`config.mk`:
```
export PLATFORM = sky130hd
export DESIGN_NAME = qtsm_pin_mux
export DESIGN_NICKNAME = d
export VERILOG_FILES = /design/src/inc/qtsm_pkg.sv /design/src/hdl/qtsm_pin_mux.sv
export VERILOG_INCLUDE_DIRS = /design/src /design/src/inc
export SDC_FILE = /design/constraint.sdc
export NUM_CORES = 1
export LEC_CHECK = 0
export ABC_AREA = 1
export ABC_CLOCK_PERIOD_IN_PS = 2300
export BUFFER_PORTS_ARGS = -buffer_cell sky130_fd_sc_hd__clkbuf_2
export CAP_MARGIN = 20
export CELL_PAD_IN_SITES_DETAIL_PLACEMENT = 0
export CELL_PAD_IN_SITES_GLOBAL_PLACEMENT = 2
export CORE_MARGIN = 1
export CORE_UTILIZATION = 27
export DETAILED_ROUTE_END_ITERATION = 6
export PLACE_DENSITY = 0.92
export SYNTH_ARGS = -nofsm -noshare
export SYNTH_HDL_FRONTEND = slang
export SYNTH_SLANG_ARGS = --single-unit
```
`constraint.sdc`:
```
create_clock -name clk_sys_in -period 2.3 [get_ports clk_sys_in]
set_clock_uncertainty 0.2 [all_clocks]
set_input_delay 0.23 -clock clk_sys_in [delete_from_list [all_inputs] [get_ports clk_sys_in]]
set_output_delay 0.23 -clock clk_sys_in [all_outputs]
set_load 0.02 [all_outputs]
```
`src/inc/qtsm_params.svh`:
```
// Constants for the quadrature/timer/SPI pin multiplexer
`ifndef QTSM_PARAMS_SVH
`define QTSM_PARAMS_SVH
// Number of multiplexed pins
`define QTSM_PIN_COUNT     2
// Pull-up enable bit for the first pin
`define QTSM_PUR_BIT_PIN0  0
// Pull-up enable bit for the second pin
`define QTSM_PUR_BIT_PIN1  1
// Pull-up state forced during reset
`define QTSM_PULLUP_RESET  1'b1
// Level seen on a floating, pulled-up pad
`define QTSM_PAD_IDLE      1'b1
`endif

```
`src/inc/qtsm_pkg.sv`:
```
// Types shared by the quadrature/timer/SPI pin multiplexer
package qtsm_pkg;
  // Function currently given to one pin
  typedef enum logic [2:0] {
    QTSM_FN_NONE,
    QTSM_FN_DECODER,
    QTSM_FN_TIMER,
    QTSM_FN_SPI,
    QTSM_FN_GPIO
  } qtsm_func_t;
endpackage

```
`src/hdl/qtsm_pin_mux.sv`:
```
// Pin multiplexer for decoder phase, timer B, SPI port 2 and port C lines
//
// Contract
// - Full variant: first pin resets to phase A.
// - Full variant: second pin resets to phase B.
// - Reduced variant: pins unassigned until software configures.
// - Phase A alt bit routes first pin to SPI clock.
// - Phase B alt bit routes second pin to MOSI.
// - Pull-up bit 0 clear disables first pin pull-up.
// - Pull-up bit 1 clear disables second pin pull-up.
// - SPI clock: output as master, input as slave.
// - MOSI leads sampling edge half cycle; master drives.
// - Port C lines have individually programmable direction.
// - Pins also offer timer B channels 0, 1.
`timescale 1ns/1ps
`include "qtsm_params.svh"

module qtsm_pin_mux #(
  parameter bit HAS_DECODER = 1'b1            // Full variant carries the quadrature decoder
) (
  // Clock and reset
  input  wire logic                 clk_sys_in,
  input  wire logic                 rstn_in,
  // Pads (index 0 = first pin, index 1 = second pin)
  input  wire logic [1:0]           pad_in,
  output logic      [1:0]           pad_out,
  output logic      [1:0]           pad_oe_out,
  output logic      [1:0]           pad_pullup_out,
  // Configuration bits
  input  wire logic                 phase_a_alt_select_in,
  input  wire logic                 phase_b_alt_select_in,
  input  wire logic [1:0]           port_c_pullup_enable_reg_in,
  input  wire logic [1:0]           gpio_select_in,
  input  wire logic [1:0]           timer_select_in,
  input  wire logic [1:0]           config_load_in,
  // Decoder channel one
  output logic                      decoder1_phase_a_in_out,
  output logic                      decoder1_phase_b_in_out,
  // Timer B channels 0 and 1
  input  wire logic [1:0]           timer_b_chan_drive_in,
  input  wire logic [1:0]           timer_b_chan_oe_in,
  output logic      [1:0]           timer_b_chan_pin_out,
  // SPI port 2
  input  wire logic                 spi_port2_master_mode_in,
  input  wire logic                 spi_port2_serial_clock_in,
  input  wire logic                 spi_port2_master_out_in,
  output logic                      spi_port2_serial_clock_out,
  output logic                      spi_port2_master_out_out,
  // Port C lines 0 and 1
  input  wire logic [1:0]           port_c_line_dir_in,
  input  wire logic [1:0]           port_c_line_drive_in,
  output logic      [1:0]           port_c_line_out,
  // Function status
  output qtsm_pkg::qtsm_func_t      pin0_function_out,
  output qtsm_pkg::qtsm_func_t      pin1_function_out
);
  import qtsm_pkg::*;

  // ==========================================================================
  // Per-pin state
  // ==========================================================================
  logic [1:0]  sync1_q,  sync1_d;     // First synchroniser stage
  logic [1:0]  sync2_q,  sync2_d;     // Second stage
  logic [1:0]  sync3_q,  sync3_d;     // Third stage
  logic [1:0]  filt_q,   filt_d;      // Accepted pad level
  logic [1:0]  cfg_q,    cfg_d;       // Pin has been configured
  qtsm_func_t  func_q [2];            // Active function
  qtsm_func_t  func_d [2];            // Next function
  logic [1:0]  out_q,    out_d;       // Pad drive value
  logic [1:0]  oe_q,     oe_d;        // Pad output enable
  logic [1:0]  pu_q,     pu_d;        // Pad pull-up
  logic [1:0]  tmr_q,    tmr_d;       // Level to timer channel
  logic [1:0]  gpio_q,   gpio_d;      // Level to port C line
  logic [1:0]  dec_q,    dec_d;       // Level to decoder phase
  logic [1:0]  spi_q,    spi_d;       // Level to SPI slave input
  logic [1:0]  alt_sel;               // Alternate select per pin
  logic [1:0]  spi_val;               // SPI master value per pin

  // Pin 0 carries the SPI clock, pin 1 the master-out data
  assign alt_sel = {phase_b_alt_select_in, phase_a_alt_select_in};
  assign spi_val = {spi_port2_master_out_in, spi_port2_serial_clock_in};

  // ==========================================================================
  // Per-pin multiplexer
  // ==========================================================================
  for (genvar i = 0; i < `QTSM_PIN_COUNT; i++) begin : g_pin
    localparam int PUR_BIT = (i == 0) ? `QTSM_PUR_BIT_PIN0 : `QTSM_PUR_BIT_PIN1;

    // Next-state logic for one pin
    always_comb begin
      // Stage one feeds stage two only; a change counts once two and three agree
      sync1_d[i] = pad_in[i];
      sync2_d[i] = sync1_q[i];
      sync3_d[i] = sync2_q[i];
      filt_d[i]  = (sync2_q[i] == sync3_q[i]) ? sync3_q[i] : filt_q[i];
      // Reduced variant stays unassigned until a load strobe arrives
      cfg_d[i]   = cfg_q[i] | config_load_in[i];
      if (!cfg_d[i]) begin
        func_d[i] = QTSM_FN_NONE;
      end else if (gpio_select_in[i]) begin
        func_d[i] = QTSM_FN_GPIO;
      end else if (alt_sel[i]) begin
        func_d[i] = QTSM_FN_SPI;
      end else if (timer_select_in[i] || !HAS_DECODER) begin
        // Without a decoder the timer is the only non-SPI peripheral left
        func_d[i] = QTSM_FN_TIMER;
      end else begin
        func_d[i] = QTSM_FN_DECODER;
      end
      // Pad drive follows the chosen function
      case (func_d[i])
        QTSM_FN_TIMER: begin
          oe_d[i]  = timer_b_chan_oe_in[i];
          out_d[i] = timer_b_chan_drive_in[i];
        end
        QTSM_FN_SPI: begin
          // Master drives; the SPI port itself sets up MOSI half a cycle early
          oe_d[i]  = spi_port2_master_mode_in;
          out_d[i] = spi_val[i];
        end
        QTSM_FN_GPIO: begin
          oe_d[i]  = port_c_line_dir_in[i];
          out_d[i] = port_c_line_drive_in[i];
        end
        default: begin
          // Decoder input or unassigned: pad stays an input
          oe_d[i]  = 1'b0;
          out_d[i] = 1'b0;
        end
      endcase
      pu_d[i]   = port_c_pullup_enable_reg_in[PUR_BIT];
      // Inbound levels go only to the function that owns the pin
      dec_d[i]  = (func_q[i] == QTSM_FN_DECODER) ? filt_q[i] : `QTSM_PAD_IDLE;
      tmr_d[i]  = (func_q[i] == QTSM_FN_TIMER) ? filt_q[i] : 1'b0;
      gpio_d[i] = (func_q[i] == QTSM_FN_GPIO) ? filt_q[i] : 1'b0;
      spi_d[i]  = (func_q[i] == QTSM_FN_SPI && !spi_port2_master_mode_in) ? filt_q[i] : 1'b0;
    end

    // Registers for one pin; reset leaves an input with pull-up
    always_ff @(posedge clk_sys_in) begin
      if (!rstn_in) begin
        sync1_q[i] <= `QTSM_PAD_IDLE;
        sync2_q[i] <= `QTSM_PAD_IDLE;
        sync3_q[i] <= `QTSM_PAD_IDLE;
        filt_q[i]  <= `QTSM_PAD_IDLE;
        cfg_q[i]   <= HAS_DECODER;
        func_q[i]  <= HAS_DECODER ? QTSM_FN_DECODER : QTSM_FN_NONE;
        oe_q[i]    <= 1'b0;
        out_q[i]   <= 1'b0;
        pu_q[i]    <= `QTSM_PULLUP_RESET;
        dec_q[i]   <= `QTSM_PAD_IDLE;
        tmr_q[i]   <= 1'b0;
        gpio_q[i]  <= 1'b0;
        spi_q[i]   <= 1'b0;
      end else begin
        sync1_q[i] <= sync1_d[i];
        sync2_q[i] <= sync2_d[i];
        sync3_q[i] <= sync3_d[i];
        filt_q[i]  <= filt_d[i];
        cfg_q[i]   <= cfg_d[i];
        func_q[i]  <= func_d[i];
        oe_q[i]    <= oe_d[i];
        out_q[i]   <= out_d[i];
        pu_q[i]    <= pu_d[i];
        dec_q[i]   <= dec_d[i];
        tmr_q[i]   <= tmr_d[i];
        gpio_q[i]  <= gpio_d[i];
        spi_q[i]   <= spi_d[i];
      end
    end
  end

  // ==========================================================================
  // Outputs, all straight from flip-flops
  // ==========================================================================
  assign pad_out                    = out_q;
  assign pad_oe_out                 = oe_q;
  assign pad_pullup_out             = pu_q;
  assign decoder1_phase_a_in_out    = dec_q[0];
  assign decoder1_phase_b_in_out    = dec_q[1];
  assign timer_b_chan_pin_out       = tmr_q;
  assign spi_port2_serial_clock_out = spi_q[0];
  assign spi_port2_master_out_out   = spi_q[1];
  assign port_c_line_out            = gpio_q;
  assign pin0_function_out          = func_q[0];
  assign pin1_function_out          = func_q[1];

  // ==========================================================================
  // Checks
  // ==========================================================================
  property p_reset_default_a;
    @(posedge clk_sys_in) (HAS_DECODER && !rstn_in) |=> (func_q[0] == QTSM_FN_DECODER);
  endproperty
  a_reset_default_a: assert property (p_reset_default_a) else $error("pin0 not decoder after reset");

  property p_reset_default_b;
    @(posedge clk_sys_in) (HAS_DECODER && !rstn_in) |=> (func_q[1] == QTSM_FN_DECODER);
  endproperty
  a_reset_default_b: assert property (p_reset_default_b) else $error("pin1 not decoder after reset");

  property p_reduced_unassigned;
    @(posedge clk_sys_in) (!HAS_DECODER && !rstn_in) ##1 (rstn_in && !config_load_in[0])
      |=> (func_q[0] == QTSM_FN_NONE) && !oe_q[0];
  endproperty
  a_reduced_unassigned: assert property (p_reduced_unassigned) else $error("reduced pin0 assigned");

  property p_alt_a_spi;
    @(posedge clk_sys_in) disable iff (!rstn_in)
      (cfg_q[0] && phase_a_alt_select_in && !gpio_select_in[0]) |=> (func_q[0] == QTSM_FN_SPI);
  endproperty
  a_alt_a_spi: assert property (p_alt_a_spi) else $error("pin0 not routed to spi clock");

  property p_alt_b_spi;
    @(posedge clk_sys_in) disable iff (!rstn_in)
      (cfg_q[1] && phase_b_alt_select_in && !gpio_select_in[1]) |=> (func_q[1] == QTSM_FN_SPI);
  endproperty
  a_alt_b_spi: assert property (p_alt_b_spi) else $error("pin1 not routed to mosi");

  property p_reset_input_pullup;
    @(posedge clk_sys_in) !rstn_in |=> (pu_q == 2'h3) && (oe_q == 2'h0);
  endproperty
  a_reset_input_pullup: assert property (p_reset_input_pullup) else $error("pads not pulled-up inputs");

  property p_pullup0_off;
    @(posedge clk_sys_in) disable iff (!rstn_in)
      !port_c_pullup_enable_reg_in[`QTSM_PUR_BIT_PIN0] ##1 rstn_in |-> !pad_pullup_out[0];
  endproperty
  a_pullup0_off: assert property (p_pullup0_off) else $error("pin0 pull-up stuck on");

  property p_pullup1_off;
    @(posedge clk_sys_in) disable iff (!rstn_in)
      !port_c_pullup_enable_reg_in[`QTSM_PUR_BIT_PIN1] ##1 rstn_in |-> !pad_pullup_out[1];
  endproperty
  a_pullup1_off: assert property (p_pullup1_off) else $error("pin1 pull-up stuck on");

  property p_sclk_dir;
    @(posedge clk_sys_in) disable iff (!rstn_in)
      ($past(rstn_in) && func_q[0] == QTSM_FN_SPI)
      |-> (oe_q[0] == $past(spi_port2_master_mode_in)) && (out_q[0] == $past(spi_port2_serial_clock_in));
  endproperty
  a_sclk_dir: assert property (p_sclk_dir) else $error("spi clock pad direction wrong");

  property p_mosi_dir;
    @(posedge clk_sys_in) disable iff (!rstn_in)
      ($past(rstn_in) && func_q[1] == QTSM_FN_SPI)
      |-> (oe_q[1] == $past(spi_port2_master_mode_in)) && (out_q[1] == $past(spi_port2_master_out_in));
  endproperty
  a_mosi_dir: assert property (p_mosi_dir) else $error("mosi pad direction wrong");

  property p_gpio_dir;
    @(posedge clk_sys_in) disable iff (!rstn_in)
      ($past(rstn_in) && func_q[1] == QTSM_FN_GPIO) |-> (oe_q[1] == $past(port_c_line_dir_in[1]));
  endproperty
  a_gpio_dir: assert property (p_gpio_dir) else $error("port c direction not followed");

  property p_timer_drive;
    @(posedge clk_sys_in) disable iff (!rstn_in)
      ($past(rstn_in) && func_q[0] == QTSM_FN_TIMER) |-> (oe_q[0] == $past(timer_b_chan_oe_in[0]));
  endproperty
  a_timer_drive: assert property (p_timer_drive) else $error("timer channel 0 enable not followed");

  property p_no_alt_no_spi;
    @(posedge clk_sys_in) disable iff (!rstn_in)
      (cfg_q[0] && !phase_a_alt_select_in && !gpio_select_in[0]) |=> (func_q[0] != QTSM_FN_SPI);
  endproperty
  a_no_alt_no_spi: assert property (p_no_alt_no_spi) else $error("pin0 on spi without alt bit");

endmodule

```
## Word-level counts from Yosys, hierarchy flattened

Memories as Yosys holds them, arrays and structs flattened.
Cells that the tools add are included.

| operators by class | value |
|---|---|
| eq/ne operators | 16 |
| multiplexer cells | 16 |
| bitwise operators | 4 |
| reduce and logical (&&, ||, !) cells | 11 |

Operator list:

| cell | count |
|---|---|
| 3-bit by 2-bit == test with 1-bit output, second input constant | 8 |
| 3-bit two-way mux | 6 |
| 2-bit AND reduction | 8 |
| 3-bit == test, second input constant | 4 |
| 1-bit one-hot mux with 3 select lines | 4 |
| 2-bit two-way mux | 4 |
| 3-bit by 1-bit == test with 1-bit output, second input constant | 2 |
| 1-bit OR | 4 |
| 1-bit == test | 2 |
| 1-bit logical AND | 2 |
| 1-bit two-way mux | 2 |
| 1-bit logical NOT | 1 |

| word-level totals | value |
|---|---|
| register bits | 24 |
| memory bits (writable) | 6 |
| bits of input ports | 25 |
| output and inout bits | 20 |
| logic and storage cells | 72 |
| memories kept | 1 |

Memory list:

| name | words | bits a word | read ports | clocked after memory_dff | wr ports | RTL line | source |
|---|---|---|---|---|---|---|---|
| func_q | 2 | 3 | 2 | 0 | 2 | qtsm_pin_mux.sv:67 | `qtsm_func_t func_q [2];` |

## Depth between registers and ports, before layout

| logic depth | value |
|---|---|
| depth in word-level cells | 6 |
| gate-level depth with buffers | 6 |
| gate-level depth less buffers | 6 |

## Worst setup path before layout

OpenSTA, ideal clock, no wires.

| timing path | value |
|---|---|
| path type | reg-to-reg |
| start point | mem func_q[0][0] (netlist bit) |
| end point | reg gpio_q[0] (netlist: port_c_line_out[0]) |
| arrival | 804 ps |
| required time | 2012 ps |
| slack | 1208 ps |
| cell stages (with the launch flop) | 3 |
| path buffers | 0 |
| clock period less this slack | 1092 ps |
| cell sequence | dfxtp_1 or2_2 nor4_2 |

RTL lines:

| element | RTL line | source |
|---|---|---|
| start: declaration | qtsm_pin_mux.sv:67 |  |
| end signal: indexed assignment | qtsm_pin_mux.sv:167 | `gpio_q[i] <= gpio_d[i];` |
| end: declaration | qtsm_pin_mux.sv:73 | `logic [1:0] gpio_q, gpio_d;` |

==> impl_metrics.toml <==
[status]
status = "completed"

[yosys]
yosys_warnings = 0
synth_cell_types = 16
netlist_area_sq_mm = 0.00106
syn-instance-count = 118
number_of_synthesized_register_bits = 30
synth_nets = 143
synth_area_per_cell_sq_um = 9.00
synth.yosys.seq_area_share_pct = 56.5

[grt]
gr_overflow_total = 0
global_route_wire_length_before_repair_um = 3710
via_count_of_the_first_global_routing_pass = 897
grt_max_degree = 17
grt.total_usage_pct = 11.9
grt_antenna_before_repair = 0

[finish]
flow.area_growth_from_synthesis_pct = 36.6
layout-drive-gt1-share_pct = 38.4
nets = 196
number_of_antenna_cells_inserted = 0
layout.cells.most_common_list = "44 x clkbuf_2, 30 x dfxtp_1, 19 x inv_1, 13 x nand3_1, 12 x nand2_1"
final_common_cell = "clkbuf_2"

[critical_path]
timing.critical_path.buf_inv = 1
crit_path_cell_trace = "clkbuf_2"
cp_max_fo = 4
cp_max_stage_cell = "dfxtp_1"
critPathKind = "reg2out"
critical_path.startpoint = "func_q[1][1]"
worstPathRequired_ns = 1.87
crit_path_end_kind = "output pin"
timing.critical_path.from_type = "register"
worst_path_dominant_cell_family = "flip-flops"
cp_slowest_stage_delay_ns = 0.39
worst_r2r_startpoint = "cfg_q[0]"
timing.critical_path.arrival_ns = 0.86

[detailed_routing]
remaining_drc_errors = 0
routed-wl-met3_um = 132
dr.max_layer_used = "met4"
detail_route.vias_per_cell = 4.27
drt_wl_total_um = 2330
first_iter_violations = 29
num_vias = 939
met1Wirelength_um = 1090
drt.antenna.violating_nets = 0
dr_wl_met2_um = 1060
drt-pass1-iter-count = 4
detail_route.wl_per_cell_um = 10.6

[cts]
clkTransAtPathRegs_ns = 0.06
cts-htree-levels = 2
clock_tree_from_tritoncts = "built"
clock-root-buffer = "clkbuf_8"
postCtsSetupBuffers = 0
cts_num_sinks = 30
clk_latency_ns = 0.27
cts_buffers = 5
clk_path_buf_depth = 2

[die]
floorplan.initialDensity_pct = 28.6
rows = 22
die_x_um = 64.7
fp.dieArea_sq_mm = 0.00419
vertical_extent_of_the_die_um = 64.7
num_io_pins = 45
core_area_sq_mm = 0.00372

[pwr]
total_leakage_power_nw = 0.731
vdd_ir_drop_max_mv = 0.293
fin_total_pwr_mw = 1.09
power-per-cell-area_mw_per_mm2 = 749

[min_path]
worstHoldStart = "config_load_in[1]"
min-delay-path-class = "in2reg"

[timing]
shortest_clock_period_the_worst_path_allows_after_layout_ns = 1.29
final-hold-violation-count = 0
setup-violations-final = 0
max_freq_mhz = 777
slew-limit-headroom_pct = 71.5
timing.setup.tns_ns = 0
tightest_slew_ns = 0.427
portion_of_the_clock_cycle_consumed_by_the_worst_path_in_the_final_layout_pct = 55.9
rsz_0062_raised_after_global_routing = "false"
final-max-slew-violation-count = 0

[placed_design]
dpl.hpwl_um = 1820
place_congestion = 0.752
portBuffers = 44

[job]
max_cap_violations = 0
area by class of cell:
class | count | area, sq um
inverter | 19 | 71.3
sequential | 30 | 601
multi-input combinational | 67 | 368
clock buffer | 7 | 86.3
tap | 48 | 60.1
fill | 401 | 2260
timing repair buffer | 48 | 260
clock inverter | 1 | 5.00
flip-flops by register name, summed over array words and instances, names as in the netlist, 2 cells and up:
signal and flops:
timer_b_chan_pin_out 2, pad_oe_out 2, sync3_q 2, cfg_q 2
sync2_q 2, pad_out 2, pad_pullup_out 2, func_q 6
port_c_line_out 2, filt_q 2, sync1_q 2
metal layers:
layer / vias to the layer above / global-route usage, %
li1: 487 / -
met1: 417 / 14.0
met2: 31 / 19.4
met3: 4 / 3.87
met4: 0 / 5.83
met5: - / 0
worst register-to-register path, cell delays in order (launching register included):
cell     delay, ns
dfxtp_1       0.31
nor2_1        0.22
nor2_1        0.11
nand3_1       0.08
nand3_1       0.06
nand2_1       0.06
inv_1         0.05
repair_timing:
item / 4_1_cts / 5_1_grt
endpoints found under the hold margin: 4 / 0
hold buffers: 4 / 0
gates resized for setup: 0 / 0
cells in the mapped netlist (all sizes together):
cell type   n  share of area [%]
nor2        9                3.2
a21oi       2               0.94
o21ai       3                1.4
nor4        2                2.4
or2        10                6.1
o31ai       2                1.4
nand4       6                3.5
nand3      13                6.1
nor3        7                4.2
buf         2                2.1
inv        19                6.7
nand2      13                5.3
dfxtp      30                 57
worst paths after layout:
check	end	slack, ns	cells after the start
setup / recovery	pin1_function_out[1]	1.01	1
hold / removal	cfg_q[1]	0.01	3
setup reg to reg	pad_oe_out[0]	1.11	6
hold reg to reg	sync2_q[1]	0.22	1
per-stage QoR:
step | setup WS, ns | std cells | hold WS, ns | cell area [sq um] | utilization [%]
after floorplan | 1.21 | 118 | 0.102 | 1060 | -
after global placement | 0.912 | 208 | 0.198 | 1320 | 35.5
after detailed placement | 0.863 | 208 | 0.203 | 1320 | 35.5
after CTS | 1.01 | 220 | 0.0000441 | 1450 | 39.1
after global routing | 0.974 | 220 | 0.0195 | 1450 | 39.1
final | 1.01 | 220 | 0.0123 | 1450 | 39.1
power breakdown:
part	internal, mW	leakage [nW]	switching, mW
Combinational	0.0475	0.437	0.0640
Sequential	0.539	0.247	0.00930
Clock	0.241	0.0482	0.186
Total	0.827	0.731	0.259
kinds of logic (layout without fill, tap and decap cells):
group | count (synthesis) | after routing | share of synthesized area (%)
AO/OA/AOI/OAI | 7 | 7 | 3.77
buffers and inverters | 21 | 75 | 8.83
flip-flops | 30 | 30 | 56.5
AND/OR/NAND/NOR | 60 | 60 | 30.9
Note: power is estimated with default switching activity, not from simulation.
